<file path="config.mk">
export PLATFORM = sky130hd
export DESIGN_NAME = dpsp_port
export DESIGN_NICKNAME = d
export VERILOG_FILES = /design/src/dpsp_pkg.sv /design/src/dpsp_port.sv /design/src/dpsp_sync.sv
export SDC_FILE = /design/constraint.sdc
export NUM_CORES = 1
export LEC_CHECK = 0
export ABC_AREA = 1
export BUFFER_PORTS_ARGS = -buffer_cell sky130_fd_sc_hd__buf_2
export CAP_MARGIN = 20
export CORE_MARGIN = 1
export CORE_UTILIZATION = 53
export CTS_CLUSTER_DIAMETER = 120
export DETAILED_ROUTE_END_ITERATION = 10
export PLACE_DENSITY_LB_ADDON = 0.3
export SLEW_MARGIN = 30
export SYNTH_ARGS = -nofsm -noshare
export SYNTH_HDL_FRONTEND = slang
export SYNTH_SLANG_ARGS = --single-unit
</file>
<file path="constraint.sdc">
create_clock -name clk -period 3 [get_ports clk]
set_clock_uncertainty 0.2 [all_clocks]
set_input_delay 0.3 -clock clk [delete_from_list [all_inputs] [get_ports clk]]
set_output_delay 0.3 -clock clk [all_outputs]
set_load 0.03 [all_outputs]
</file>
<file path="src/dpsp_pkg.sv">
// Purpose: constants for the dual protocol serial port
// Assumes: serial pins sampled by a 100 MHz system clock
// Notes:   register index 0 holds id on read and strobes on write
//
// Contract
// - listen to both, commit once, hold mode
// - strobe rising first selects legacy protocol
// - clock rising first selects open protocol
// - serial clock up to 50 MHz
// - legacy frame: direction, six address, 24 data
// - legacy first bit low means write
// - legacy address on rising edges 2 to 7
// - legacy write data on rising edges 8 to 31
// - legacy first bit high means read
// - legacy read data out on edges 8 to 31
// - lock indicator returns on 32nd rising edge
// - lock indicator kept until first read bit
// - open frame: 24 data bits shifted first
// - open register address on edges 25 to 29
// - open chip address on edges 30 to 32
// - open word committed on strobe rising edge
// - register 0: id read, address/reset write
// - open frames shift out selected register
// - unknown chip address tristates output line
package dpsp_pkg;

  // ****************************************************
  // frame layout
  // ****************************************************
  localparam int unsigned FRAME_BITS     = 32;
  localparam int unsigned DATA_BITS      = 24;
  localparam int unsigned LEG_ADDR_BITS  = 6;
  localparam int unsigned OPEN_ADDR_BITS = 5;
  localparam int unsigned CHIP_BITS      = 3;
  localparam logic [5:0]  LEG_DATA_FIRST = 6'h07;  // bits already seen before first data edge
  localparam logic [5:0]  LEG_LAST_EDGE  = 6'h1f;  // count after 31st rising edge
  localparam logic [5:0]  FULL_COUNT     = 6'h20;

  // ****************************************************
  // register map
  // ****************************************************
  localparam logic [4:0]  REG_ID_STROBE  = 5'h00;
  localparam int unsigned SWRST_BIT      = 5;
  localparam logic [4:0]  RD_ADDR_RESET  = 5'h00;
  localparam logic [2:0]  CHIP_ADDR_RST  = 3'h0;
  // arbitrary neutral identification value
  localparam logic [23:0] CHIP_ID_RST    = 24'h123456;

  // ****************************************************
  // types
  // ****************************************************
  typedef enum logic [1:0] {
    DPSP_UNDECIDED = 2'b00,
    DPSP_LEGACY    = 2'b01,
    DPSP_OPEN      = 2'b11
  } dpsp_mode_t;

endpackage : dpsp_pkg

</file>
<file path="src/dpsp_port.sv">
// Purpose: dual protocol serial control port, device side
// Assumes: host keeps lines low at power-up, serial clock at most 50 MHz
// Notes:   serial pins oversampled by clk; outputs are registered
`timescale 1ns/1ns
`default_nettype none
module dpsp_port (
  input  wire logic        clk,
  input  wire logic        rst_n,
  input  wire logic        frame_strobe,
  input  wire logic        serial_clk,
  input  wire logic        serial_in,
  input  wire logic        lock_indicator,
  input  wire logic [23:0] reg_rdata,
  input  wire logic [2:0]  chip_addr,
  output logic             serial_out,
  output logic             serial_out_oe_n,
  output logic [5:0]       reg_addr,
  output logic [23:0]      reg_wdata,
  output logic             reg_we,
  output logic             soft_reset,
  output logic [4:0]       open_rd_addr,
  output logic [1:0]       proto_mode
);

  // ****************************************************
  // input synchronisers
  // ****************************************************
  logic fs_lvl;
  logic fs_rise;
  logic fs_fall;
  logic sc_lvl;
  logic sc_rise;
  logic sc_fall;
  logic si_lvl;

  // link rate bound: each serial clock phase
  // must span at least one clk period to be seen
  dpsp_sync u_sync_fs (
    .clk   (clk),
    .rst_n (rst_n),
    .pin   (frame_strobe),
    .level (fs_lvl),
    .rise  (fs_rise),
    .fall  (fs_fall)
  );

  dpsp_sync u_sync_sc (
    .clk   (clk),
    .rst_n (rst_n),
    .pin   (serial_clk),
    .level (sc_lvl),
    .rise  (sc_rise),
    .fall  (sc_fall)
  );

  dpsp_sync u_sync_si (
    .clk   (clk),
    .rst_n (rst_n),
    .pin   (serial_in),
    .level (si_lvl),
    .rise  (),
    .fall  ()
  );

  // ****************************************************
  // state
  // ****************************************************
  typedef struct packed {
    dpsp_pkg::dpsp_mode_t mode;
    logic [5:0]           cnt;
    logic [31:0]          shreg;
    logic                 is_read;
    logic [23:0]          tx;
    logic                 tx_on;
    logic                 drive_n;
    logic                 out;
    logic                 oe_n;
    logic [5:0]           addr;
    logic [23:0]          wdata;
    logic                 we;
    logic                 srst;
    logic [4:0]           rd_addr;
  } dpsp_st_t;

  dpsp_st_t st_q;
  dpsp_st_t st_d;

  // read mux for register 0 against outside registers
  function automatic logic [23:0] rd_word(input logic [5:0] a, input logic [23:0] ext);
    rd_word = (a == {1'b0, dpsp_pkg::REG_ID_STROBE}) ? dpsp_pkg::CHIP_ID_RST : ext;
  endfunction : rd_word

  // ****************************************************
  // next state
  // ****************************************************
  always_comb begin
    logic [31:0] sh;
    logic [5:0]  a6;
    logic [4:0]  a5;
    logic [23:0] ow;
    logic [23:0] lw;
    sh    = '0;
    a6    = '0;
    a5    = '0;
    // words for the stored open read address and the legacy frame address
    ow    = rd_word({1'b0, st_q.rd_addr}, reg_rdata);
    lw    = rd_word(st_q.addr, reg_rdata);
    st_d      = st_q;
    st_d.we   = 1'b0;
    st_d.srst = 1'b0;

    if (st_q.mode == dpsp_pkg::DPSP_UNDECIDED) begin
      if (fs_rise) begin
        st_d.mode = dpsp_pkg::DPSP_LEGACY;
        st_d.cnt  = '0;
      end else if (sc_rise) begin
        st_d.mode  = dpsp_pkg::DPSP_OPEN;
        st_d.cnt   = 6'h01;
        st_d.shreg = {31'h0, si_lvl};
        // first open bit goes out on the very first rise
        st_d.tx    = ow;
        st_d.out   = ow[23];
        st_d.tx_on = 1'b1;
      end
    end else if (st_q.mode == dpsp_pkg::DPSP_LEGACY) begin
      if (!fs_lvl) begin
        st_d.cnt   = '0;
        st_d.tx_on = 1'b0;
      end else if (sc_rise) begin
        sh         = {st_q.shreg[30:0], si_lvl};
        st_d.shreg = sh;
        if (st_q.cnt != dpsp_pkg::FULL_COUNT) begin
          st_d.cnt = st_q.cnt + 6'h01;
        end
        if (st_q.cnt == 6'h00) begin
          st_d.is_read = si_lvl;
        end
        if (st_q.cnt == 6'h06) begin
          a6        = sh[5:0];
          st_d.addr = a6;
        end
        if (st_q.is_read && st_q.cnt >= dpsp_pkg::LEG_DATA_FIRST &&
            st_q.cnt < dpsp_pkg::LEG_LAST_EDGE) begin
          st_d.tx_on = 1'b1;
          // load at the eighth rise, once the bank has seen the new address
          if (st_q.cnt == dpsp_pkg::LEG_DATA_FIRST) begin
            st_d.out = lw[23];
            st_d.tx  = {lw[22:0], 1'b0};
          end else begin
            st_d.out = st_q.tx[23];
            st_d.tx  = {st_q.tx[22:0], 1'b0};
          end
        end else begin
          st_d.tx_on = 1'b0;
        end
        if (st_q.cnt == (dpsp_pkg::LEG_LAST_EDGE - 6'h01) && !st_q.is_read) begin
          st_d.we    = 1'b1;
          st_d.wdata = sh[23:0];
          if (st_q.addr == {1'b0, dpsp_pkg::REG_ID_STROBE}) begin
            st_d.srst = sh[dpsp_pkg::SWRST_BIT];
          end
        end
      end
    end else begin
      // open protocol
      if (fs_rise) begin
        if (st_q.cnt == dpsp_pkg::FULL_COUNT &&
            st_q.shreg[2:0] == chip_addr) begin
          a5         = st_q.shreg[7:3];
          st_d.addr  = {1'b0, a5};
          st_d.wdata = st_q.shreg[31:8];
          st_d.we    = 1'b1;
          if (a5 == dpsp_pkg::REG_ID_STROBE) begin
            st_d.rd_addr = st_q.shreg[12:8];
            st_d.srst    = st_q.shreg[8 + dpsp_pkg::SWRST_BIT];
          end
        end
        st_d.cnt     = '0;
        st_d.tx_on   = 1'b0;
        st_d.drive_n = 1'b0;
      end else if (sc_rise && !fs_lvl) begin
        st_d.shreg = {st_q.shreg[30:0], si_lvl};
        if (st_q.cnt == 6'h00) begin
          st_d.tx = ow;
        end
        if (st_q.cnt != dpsp_pkg::FULL_COUNT) begin
          st_d.cnt = st_q.cnt + 6'h01;
        end
        st_d.tx_on = (st_q.cnt < dpsp_pkg::FULL_COUNT - 6'h01);
        if (st_q.cnt < 6'h18) begin
          st_d.out = (st_q.cnt == 6'h00) ? ow[23] : st_q.tx[22];
          if (st_q.cnt != 6'h00) begin
            st_d.tx = {st_q.tx[22:0], 1'b0};
          end
        end else begin
          st_d.out = 1'b0;
        end
        if (st_q.cnt == dpsp_pkg::FULL_COUNT - 6'h01) begin
          st_d.drive_n = ({st_q.shreg[1:0], si_lvl} != chip_addr);
        end
      end
    end

    // output line selection
    if (st_q.mode == dpsp_pkg::DPSP_UNDECIDED) begin
      st_d.oe_n = 1'b1;
    end else begin
      st_d.oe_n = st_d.drive_n;
    end
    if (!st_d.tx_on) begin
      st_d.out = lock_indicator;
    end
  end

  // ****************************************************
  // state register
  // ****************************************************
  always_ff @(posedge clk or negedge rst_n) begin
    if (!rst_n) begin
      st_q         <= '0;
      st_q.mode    <= dpsp_pkg::DPSP_UNDECIDED;
      st_q.oe_n    <= 1'b1;
      st_q.rd_addr <= dpsp_pkg::RD_ADDR_RESET;
    end else begin
      st_q <= st_d;
    end
  end

  assign serial_out      = st_q.out;
  assign serial_out_oe_n = st_q.oe_n;
  assign reg_addr        = st_q.addr;
  assign reg_wdata       = st_q.wdata;
  assign reg_we          = st_q.we;
  assign soft_reset      = st_q.srst;
  assign open_rd_addr    = st_q.rd_addr;
  assign proto_mode      = st_q.mode;

  // ****************************************************
  // checks
  // ****************************************************
  AST_MODE_STICKY: assert property (@(posedge clk) disable iff (!rst_n)
    $past(st_q.mode) != dpsp_pkg::DPSP_UNDECIDED |-> $stable(st_q.mode))
    else $error("protocol mode changed after commit");

  AST_LEGACY_PICK: assert property (@(posedge clk) disable iff (!rst_n)
    st_q.mode == dpsp_pkg::DPSP_UNDECIDED && fs_rise |=>
    st_q.mode == dpsp_pkg::DPSP_LEGACY)
    else $error("strobe first did not pick legacy");

  AST_OPEN_PICK: assert property (@(posedge clk) disable iff (!rst_n)
    st_q.mode == dpsp_pkg::DPSP_UNDECIDED && sc_rise && !fs_rise |=>
    st_q.mode == dpsp_pkg::DPSP_OPEN)
    else $error("clock first did not pick open");

  AST_LEG_WE_COUNT: assert property (@(posedge clk) disable iff (!rst_n)
    st_q.we && st_q.mode == dpsp_pkg::DPSP_LEGACY |->
    st_q.cnt == dpsp_pkg::LEG_LAST_EDGE && !st_q.is_read)
    else $error("legacy write not on 31st edge");

  AST_LOCK_RESTORE: assert property (@(posedge clk) disable iff (!rst_n)
    st_q.mode == dpsp_pkg::DPSP_LEGACY && st_q.cnt == dpsp_pkg::FULL_COUNT |->
    !st_q.tx_on)
    else $error("lock indicator not restored");

  AST_LOCK_BEFORE: assert property (@(posedge clk) disable iff (!rst_n)
    st_q.mode == dpsp_pkg::DPSP_LEGACY && st_q.cnt < 6'h08 |-> !st_q.tx_on)
    else $error("read data before eighth edge");

  AST_OPEN_COMMIT: assert property (@(posedge clk) disable iff (!rst_n)
    st_q.mode == dpsp_pkg::DPSP_OPEN && st_q.we |-> $past(fs_rise))
    else $error("open write without strobe rise");

  AST_SHORT_DROP: assert property (@(posedge clk) disable iff (!rst_n)
    st_q.mode == dpsp_pkg::DPSP_OPEN && fs_rise &&
    st_q.cnt != dpsp_pkg::FULL_COUNT |=> !st_q.we)
    else $error("short open frame was written");

  AST_LEG_READ_ON: assert property (@(posedge clk) disable iff (!rst_n)
    st_q.mode == dpsp_pkg::DPSP_LEGACY && fs_lvl && sc_rise && st_q.is_read &&
    st_q.cnt == dpsp_pkg::LEG_DATA_FIRST |=> st_q.tx_on)
    else $error("legacy read data not started on eighth edge");

  AST_LEG_SHORT: assert property (@(posedge clk) disable iff (!rst_n)
    st_q.mode == dpsp_pkg::DPSP_LEGACY && !fs_lvl |=> st_q.cnt == 6'h00 && !st_q.we)
    else $error("legacy frame state kept after strobe low");

  AST_RDADDR_LOAD: assert property (@(posedge clk) disable iff (!rst_n)
    st_q.mode == dpsp_pkg::DPSP_OPEN && st_q.we &&
    st_q.addr == {1'b0, dpsp_pkg::REG_ID_STROBE} |->
    st_q.rd_addr == st_q.wdata[4:0] && st_q.srst == st_q.wdata[dpsp_pkg::SWRST_BIT])
    else $error("open register 0 write not applied");

  AST_TRISTATE: assert property (@(posedge clk) disable iff (!rst_n)
    st_q.mode == dpsp_pkg::DPSP_OPEN && sc_rise && !fs_lvl &&
    st_q.cnt == (dpsp_pkg::FULL_COUNT - 6'h01) &&
    {st_q.shreg[1:0], si_lvl} != chip_addr |=> st_q.oe_n)
    else $error("foreign chip address still driven");

endmodule : dpsp_port
`default_nettype wire

</file>
<file path="src/dpsp_sync.sv">
// Purpose: two flip-flop synchroniser with edge outputs
// Assumes: input from outside the clock domain
// Notes:   only the second stage and later are read
`timescale 1ns/1ns
`default_nettype none
module dpsp_sync (
  input  wire logic clk,
  input  wire logic rst_n,
  input  wire logic pin,
  output logic      level,
  output logic      rise,
  output logic      fall
);

  typedef struct packed {
    logic s1;
    logic s2;
    logic s3;
  } dpsp_sync_t;

  dpsp_sync_t st_q;
  dpsp_sync_t st_d;

  // shift chain
  always_comb begin
    st_d    = st_q;
    st_d.s1 = pin;
    st_d.s2 = st_q.s1;
    st_d.s3 = st_q.s2;
  end

  // state register
  always_ff @(posedge clk or negedge rst_n) begin
    if (!rst_n) begin
      st_q <= '0;
    end else begin
      st_q <= st_d;
    end
  end

  // edges seen after the second stage
  assign level = st_q.s2;
  assign rise  = st_q.s2 & ~st_q.s3;
  assign fall  = ~st_q.s2 & st_q.s3;

endmodule : dpsp_sync
`default_nettype wire

</file>
==> metrics.cfg, run 1 <==
[cts]
cts_inserted_buffers=17
cts.clk_slew.worst_paths_ns=0.05
htree_levels=4
post_cts_resize_count=0
cts_tree=done
cts_sinks=114
cts_max_path_buffers=2
worstSkewPairLatency_ns=0.42
clk_root_buffer_cell=clkbuf_16

[finish]
n_antenna_cell=0
design.final.nets=1034
drive_gt1_frac=0.164
synthToLayoutAreaGrowth_pct=11.6
layout.cell_area.non_filler_sq_um=7820

[placed_design]
global_placer_s_final_weighted_congestion=0.907
detailed_place_hpwl_um=11700
placement.cell_area_sq_um=7180
place.port_buffers=73

[timing]
min_clock_period_post_route_ns=2.46
finalSetupViolCount=0
grt_setup_unrepaired=no
setup-tns-final_ns=0
timing.final.max_slew_violations=0
timing.final.hold_violations=0
final_min_period_over_clock_period=0.821
max_freq_mhz=406
least_margin_pin_slew_ns=0.754
slew_headroom=0.496

[global_route]
gr-usage-all-layers=0.284
grt_max_degree=75
globalRouteOverflowTotal=0
vias_in_the_first_global_route=5940
grt_first_pass_wirelength_um=29800
grt_antenna_before_repair=0

[min_path]
worst_hold_startpoint=reg_rdata[0]
worst_min_delay_path_class=input port to flop
number_of_cells_on_the_worst_hold_path=3
hold-path-endpoint=st_q[41]

[yosys]
synthesis.area_per_instance_sq_um=7.21
synth.net_count=1008
ys_types=42
seq_area_frac_synth=0.407
synthesized_area_sq_um=7010
yosys_register_bits=114
count_of_warnings_emitted_by_yosys=0
gate_count_post_synth=972

[worst_setup_path]
critPathMaxStageDelay_ns=0.40
timing.critical_path.buf_inv=4
r2r_cells=10
setup.worst_path.class=flop to flop
cp.arrival_ns=2.57
critPathCaptureType=flop
critPathMaxFanout=36
timing.rr.end=reg_wdata[0]
timing.critical_path.max_delay_family=simple AND/OR/NAND/NOR gates
reg2reg_setup_slack_ns=0.54
r2r-start=proto_mode[1]
critPathRequiredTime_ns=3.11
cp_cell_sequence=inv_4 -> nand2_8 -> inv_2 -> nand3_4 -> inv_2 -> nand2_2 -> nand2_8 -> inv_4 -> nor2_1 -> nor2_1
critical_path.startpoint_type=flop
critical-path-slowest-cell=dfrtp_1

[route]
antenna_nets_post_route=0
detail_route.iter0.violations=600
viasPerCell=5.56
detail_route.wirelength_um=18100
routed_wire_length_per_instance_um=15.3
met2RoutedLength_um=8020
routed-via-count=6575
drc_errors=0
drt_first_pass_iters=6
met3RoutedLength_um=1220
routedLengthMet1_um=8570
dr.max_layer_used=met4

[power_and_ir_drop]
vdd_ir_drop_max_uv=494
pwr_density_cell_nw_per_um2=711
power.static_leakage_nw=3.68

[floorplan]
pin_count=74
floorplan.rows=41
dieArea_sq_um=13700
chipWidth_um=117
initial_core_utilization=0.549
die-height_um=117
fp.coreArea_sq_um=12800

[run]
maxCapViolCount=0

[status]
result_of_the_run=finished clean

routing by layer:
metal  vias to the layer above  GRT usage
met2                       259      0.420
li1                       3171          -
met4                         0      0.109
met5                         -          0
met3                        27     0.0515
met1                      3118      0.415
logic make-up (layout without fill, tap and decap cells):
group / Yosys count / in the layout / share of synthesized area
buffers and inverters: 172 / 210 / 0.125
adder cells (fa/ha/maj): 3 / 3 / 0.00536
flip-flops: 114 / 114 / 0.407
AND/OR/NAND/NOR: 470 / 470 / 0.290
XOR/XNOR: 6 / 6 / 0.00750
AO/OA/AOI/OAI: 207 / 207 / 0.165
Yosys cell counts (all sizes together):
master  instances  share of area
o22ai          15          0.013
o31ai           1         0.0011
o21ai         120          0.087
clkinv          2         0.0020
nand4           2         0.0018
o21a            1         0.0011
xor2            2         0.0025
a22oi          14          0.021
a21oi          54          0.039
nand3b          2         0.0021
dfrtp         113           0.40
ha              3         0.0054
dfstp           1         0.0037
nor3            4         0.0029
nand3          84          0.064
buf            73          0.071
nor4b           1         0.0034
xnor2           4         0.0050
nand2         281           0.16
inv            85          0.046
o221ai          1         0.0012
nor2           95          0.055
a31oi           1        0.00089
or2             1        0.00089
clkbuf         12         0.0064
power by group:
group / switching [W] / internal, W
logic: 0.00103 / 0.000513
clock network: 0.000731 / 0.00132
registers: 0.000188 / 0.00178
flip-flops by register name, indices dropped and copies added, names as in the netlist:
name / count
st_q: 65
reg_wdata: 24
reg_addr: 6
open_rd_addr: 5
proto_mode: 2
reg_we: 1
serial_out: 1
serial_out_oe_n: 1
soft_reset: 1
u_sync_fs.level: 1
u_sync_fs.st_d: 1
u_sync_fs.st_q: 1
u_sync_sc.level: 1
u_sync_sc.st_d: 1
u_sync_sc.st_q: 1
u_sync_si.level: 1
u_sync_si.st_d: 1
cells in the final DEF (no fill, tap or decap), drive strengths merged:
cell type    count
nand3           84
clkinvlp         6
nand3b           2
xor2             2
bufinv           3
o21ai          120
buf             88
dlygate4sd3      4
a21oi           54
ha               3
nand2          281
o22ai           15
o21a             1
xnor2            4
nor3             4
a31oi            1
clkbuf          18
o221ai           1
dfstp            1
dfrtp          113
inv             85
clkinv           6
nor4b            1
a22oi           14
nor2            95
o31ai            1
nand4            2
or2              1
per-stage QoR:
stage                util  setup WS [ns]  total power, W  hold slack, ns  instances
floorplan               -           1.05         0.00310          -0.196        972
global placement    0.562          0.702         0.00346           0.133       1147
detailed placement  0.562          0.575         0.00349           0.113       1147
CTS                 0.612          0.575         0.00555          0.0158       1182
global route        0.612          0.347         0.00584          0.0498       1182
finish              0.612          0.538         0.00556          0.0269       1182
final cells by class:
cell class | instances | area, sq um
timing repair buffer | 92 | 533
tap | 172 | 215
multi-input combinational | 686 | 3280
fill | 1183 | 4950
sequential | 114 | 2850
inverter | 87 | 338
clock buffer | 18 | 439
clock inverter | 13 | 163
repair_timing:
item,CTS,global route
hold buffers,4,0
setup buffers,0,0
endpoints found under the hold margin,42,0
worst reg2reg max path: cells and delay by family, from the launching register on:
| family | cells | cell delay [ns] |
|---|---|---|
| and+or+nand+nor | 6 | 1.20 |
| buffers and inverters | 4 | 0.56 |
| DFF | 1 | 0.40 |
how the worst max path moves through the flow:
stage,slack (ns),to,depth (start not counted),start
6_report,0.54,reg_wdata[0],10,proto_mode[1]
5_1_grt,0.35,reg_wdata[5],10,proto_mode[1]
4_1_cts,0.57,reg_wdata[0],10,proto_mode[1]
3_5_place_dp,0.57,reg_wdata[0],10,proto_mode[1]
3_3_place_gp,0.70,reg_wdata[16],10,proto_mode[1]
2_1_floorplan,1.05,reg_wdata[16],14,st_q[98]
(Power assumes the default switching activity.)
==> run 2, diff against run 1 <==
==> constraint.sdc (replaced) <==
create_clock -name clk -period 2.15 [get_ports clk]
set_clock_uncertainty 0.2 [all_clocks]
set_input_delay 0.215 -clock clk [delete_from_list [all_inputs] [get_ports clk]]
set_output_delay 0.215 -clock clk [all_outputs]
set_load 0.03 [all_outputs]
==> run 2 against run 1 <==
Compared with the run above:
- the flow now finishes with violations (setup timing)
- cell count increased by 3.0%
- register-to-register slack got worse by 0.54 ns
- non-clock buffer count increased by 34
- combinational power increased by 61%
- hold slack got worse by 0.016 ns
- routed wire length increased by 10%
- flip-flop and latch count unchanged
- total power increased by 42%
- critical path depth decreased by 3
- sequential power increased by 41%
- cell area increased by 8.8%
- largest power group is now sequential cells
- highest routed layer unchanged
==> metrics.cfg, run 2 (same netlist as run 1, synthesis figures left out) <==
[power_and_ir_drop]
power.static_leakage_nw=4.02  ; +9.4%
vdd_ir_drop_max_uv=1050  ; +110%
pwr_density_cell_nw_per_um2=930  ; +31%

[route]
routed-via-count=6874  ; +4.5%
detail_route.wirelength_um=19900  ; +10%
antenna_nets_post_route=0  ; unchanged
viasPerCell=5.65  ; +1.5%
detail_route.iter0.violations=865  ; +44%
drt_first_pass_iters=5  ; -1
routed_wire_length_per_instance_um=16.4  ; +6.8%
met2RoutedLength_um=8780  ; +9.5%
routedLengthMet1_um=8560  ; about the same
dr.max_layer_used=met4
drc_errors=0  ; unchanged
met3RoutedLength_um=2070  ; +69%

[cts]
cts.clk_slew.worst_paths_ns=0.05  ; about the same
cts_inserted_buffers=17  ; unchanged
cts_sinks=114  ; unchanged
htree_levels=4  ; unchanged
cts_tree=done
clk_root_buffer_cell=clkbuf_16
worstSkewPairLatency_ns=0.42  ; about the same
cts_max_path_buffers=2  ; unchanged

[timing]
finalSetupViolCount=1  ; +1
timing.final.max_slew_violations=0  ; unchanged
grt_setup_unrepaired=yes
min_clock_period_post_route_ns=2.15  ; -0.310 ns
final_critical_path_setup_slack_ns=-0.00178  ; -0.540 ns
slew_headroom=0.624  ; +0.128
final_min_period_over_clock_period=1.00  ; +0.180
least_margin_pin_slew_ns=0.563  ; -0.192 ns
max_freq_mhz=465  ; +14%
timing.final.hold_violations=0  ; unchanged

[placed_design]
global_placer_s_final_weighted_congestion=0.899  ; -0.94%
place.port_buffers=73  ; unchanged
detailed_place_hpwl_um=12200  ; +4.2%
placement.cell_area_sq_um=7400  ; +3.0%
place_ws_ns=0.0634  ; -0.512 ns

[worst_setup_path]
critical-path-top-cell-by-count=nand2_1
critPathRequiredTime_ns=2.30  ; -0.81 ns
cp.arrival_ns=2.30  ; -0.27 ns
critPathCaptureType=flop
critical_path.startpoint_type=flop
r2r-start=reg_addr[3]
critPathMaxFanout=9  ; -75%
timing.critical_path.max_delay_family=simple AND/OR/NAND/NOR gates
setup.worst_path.class=flop to flop
crit_path_start=reg_addr[3]
timing.critical_path.buf_inv=0  ; -4
critPathMaxStageDelay_ns=0.49  ; +0.09 ns
cp_cell_sequence=nor2_1 -> nand3_1 -> nand2_1 -> o21ai_0 -> nand2_1 -> nand2_1 -> a22oi_2
critical-path-slowest-cell=nand2_1

[floorplan]
floorplan.rows=41  ; unchanged
dieArea_sq_um=13700  ; unchanged
pin_count=74  ; unchanged
die-height_um=117  ; unchanged
initial_core_utilization=0.549  ; unchanged
fp.coreArea_sq_um=12800  ; unchanged
chipWidth_um=117  ; unchanged

[global_route]
grt_antenna_before_repair=0  ; unchanged
globalRouteOverflowTotal=0  ; unchanged
grt_first_pass_wirelength_um=29600  ; -0.67%
gr-usage-all-layers=0.285  ; +0.000847
grt_max_degree=47  ; -37%
vias_in_the_first_global_route=5865  ; -1.3%

[run]
maxCapViolCount=0  ; unchanged

[finish]
layout_common_cells=nand2_1 (260), dfrtp_1 (113), o21ai_0 (97), nor2_1 (79), nand3_1 (77)
design.final.nets=1068  ; +3.3%
layout.cells.most_common=nand2_1
regMostFlops=st_q
drive_gt1_frac=0.220  ; +0.0557
layout.cell_area.non_filler_sq_um=8510  ; +8.8%
synthToLayoutAreaGrowth_pct=21.4
n_antenna_cell=0  ; unchanged
largest_register_ffs=65  ; unchanged

[min_path]
worst_hold_startpoint=reg_rdata[17]
worst_min_delay_path_class=input port to flop

[status]
result_of_the_run=finished, violations left
failed_checks=setup timing

run 2: worst register-to-register path, cell delays in order, from the launching register on:
cell,delay [ns]
dfrtp_1,0.39
nor2_1,0.11
nand3_1,0.43
nand2_1,0.50
o21ai_0,0.17
nand2_1,0.09
nand2_1,0.06
a22oi_2,0.13
run 2: worst paths after layout:
path | depth (start not counted) | slack [ns] | endpoint
min in group asynchronous | 2 | 0.08 | open_rd_addr[2]
hold reg to reg | 0 | 0.14 | u_sync_sc.level
hold / removal | 5 | 0.01 | st_q[59]
max in group asynchronous | 3 | 1.05 | serial_out_oe_n
setup / recovery | 7 | -0.002 | st_q[48]
setup reg to reg | 7 | -0.002 | st_q[48]
run 2: what timing repair did:
action	in CTS	in global routing
endpoints found under the hold margin	119	0
buffers inserted	0	11
endpoints found under the setup margin	0	61
resized for setup	0	69
hold buffers	7	0
run 2: area by class of cell:
cell class | instances | area, sq um
timing repair buffer | 126 | 1080
clock buffer | 22 | 474
sequential | 114 | 2850
fill | 1002 | 4260
clock inverter | 10 | 83.8
multi-input combinational | 686 | 3450
tap | 172 | 215
inverter | 87 | 358
run 2: power breakdown:
group          switching [W]  internal (W)
registers           0.000286       0.00248
clock network       0.000997       0.00166
logic                0.00156      0.000918
run 2: stage by stage:
step	hold slack, ns	utilization	total power, W	cells	TNS, ns
floorplan	-0.281	-	0.00432	972	0
global placement	-0.00800	0.579	0.00498	1161	0
detailed placement	-0.0160	0.579	0.00501	1161	0
CTS	0.00241	0.628	0.00768	1200	0
global route	0.0461	0.666	0.00832	1217	-1.04
finish	0.0110	0.666	0.00791	1217	-0.00178
run 2: metal layers:
metal	global-route usage	up-vias
met5	0	-
met3	0.0649	48
met2	0.413	401
li1	-	3264
met1	0.421	3161
met4	0.0970	0
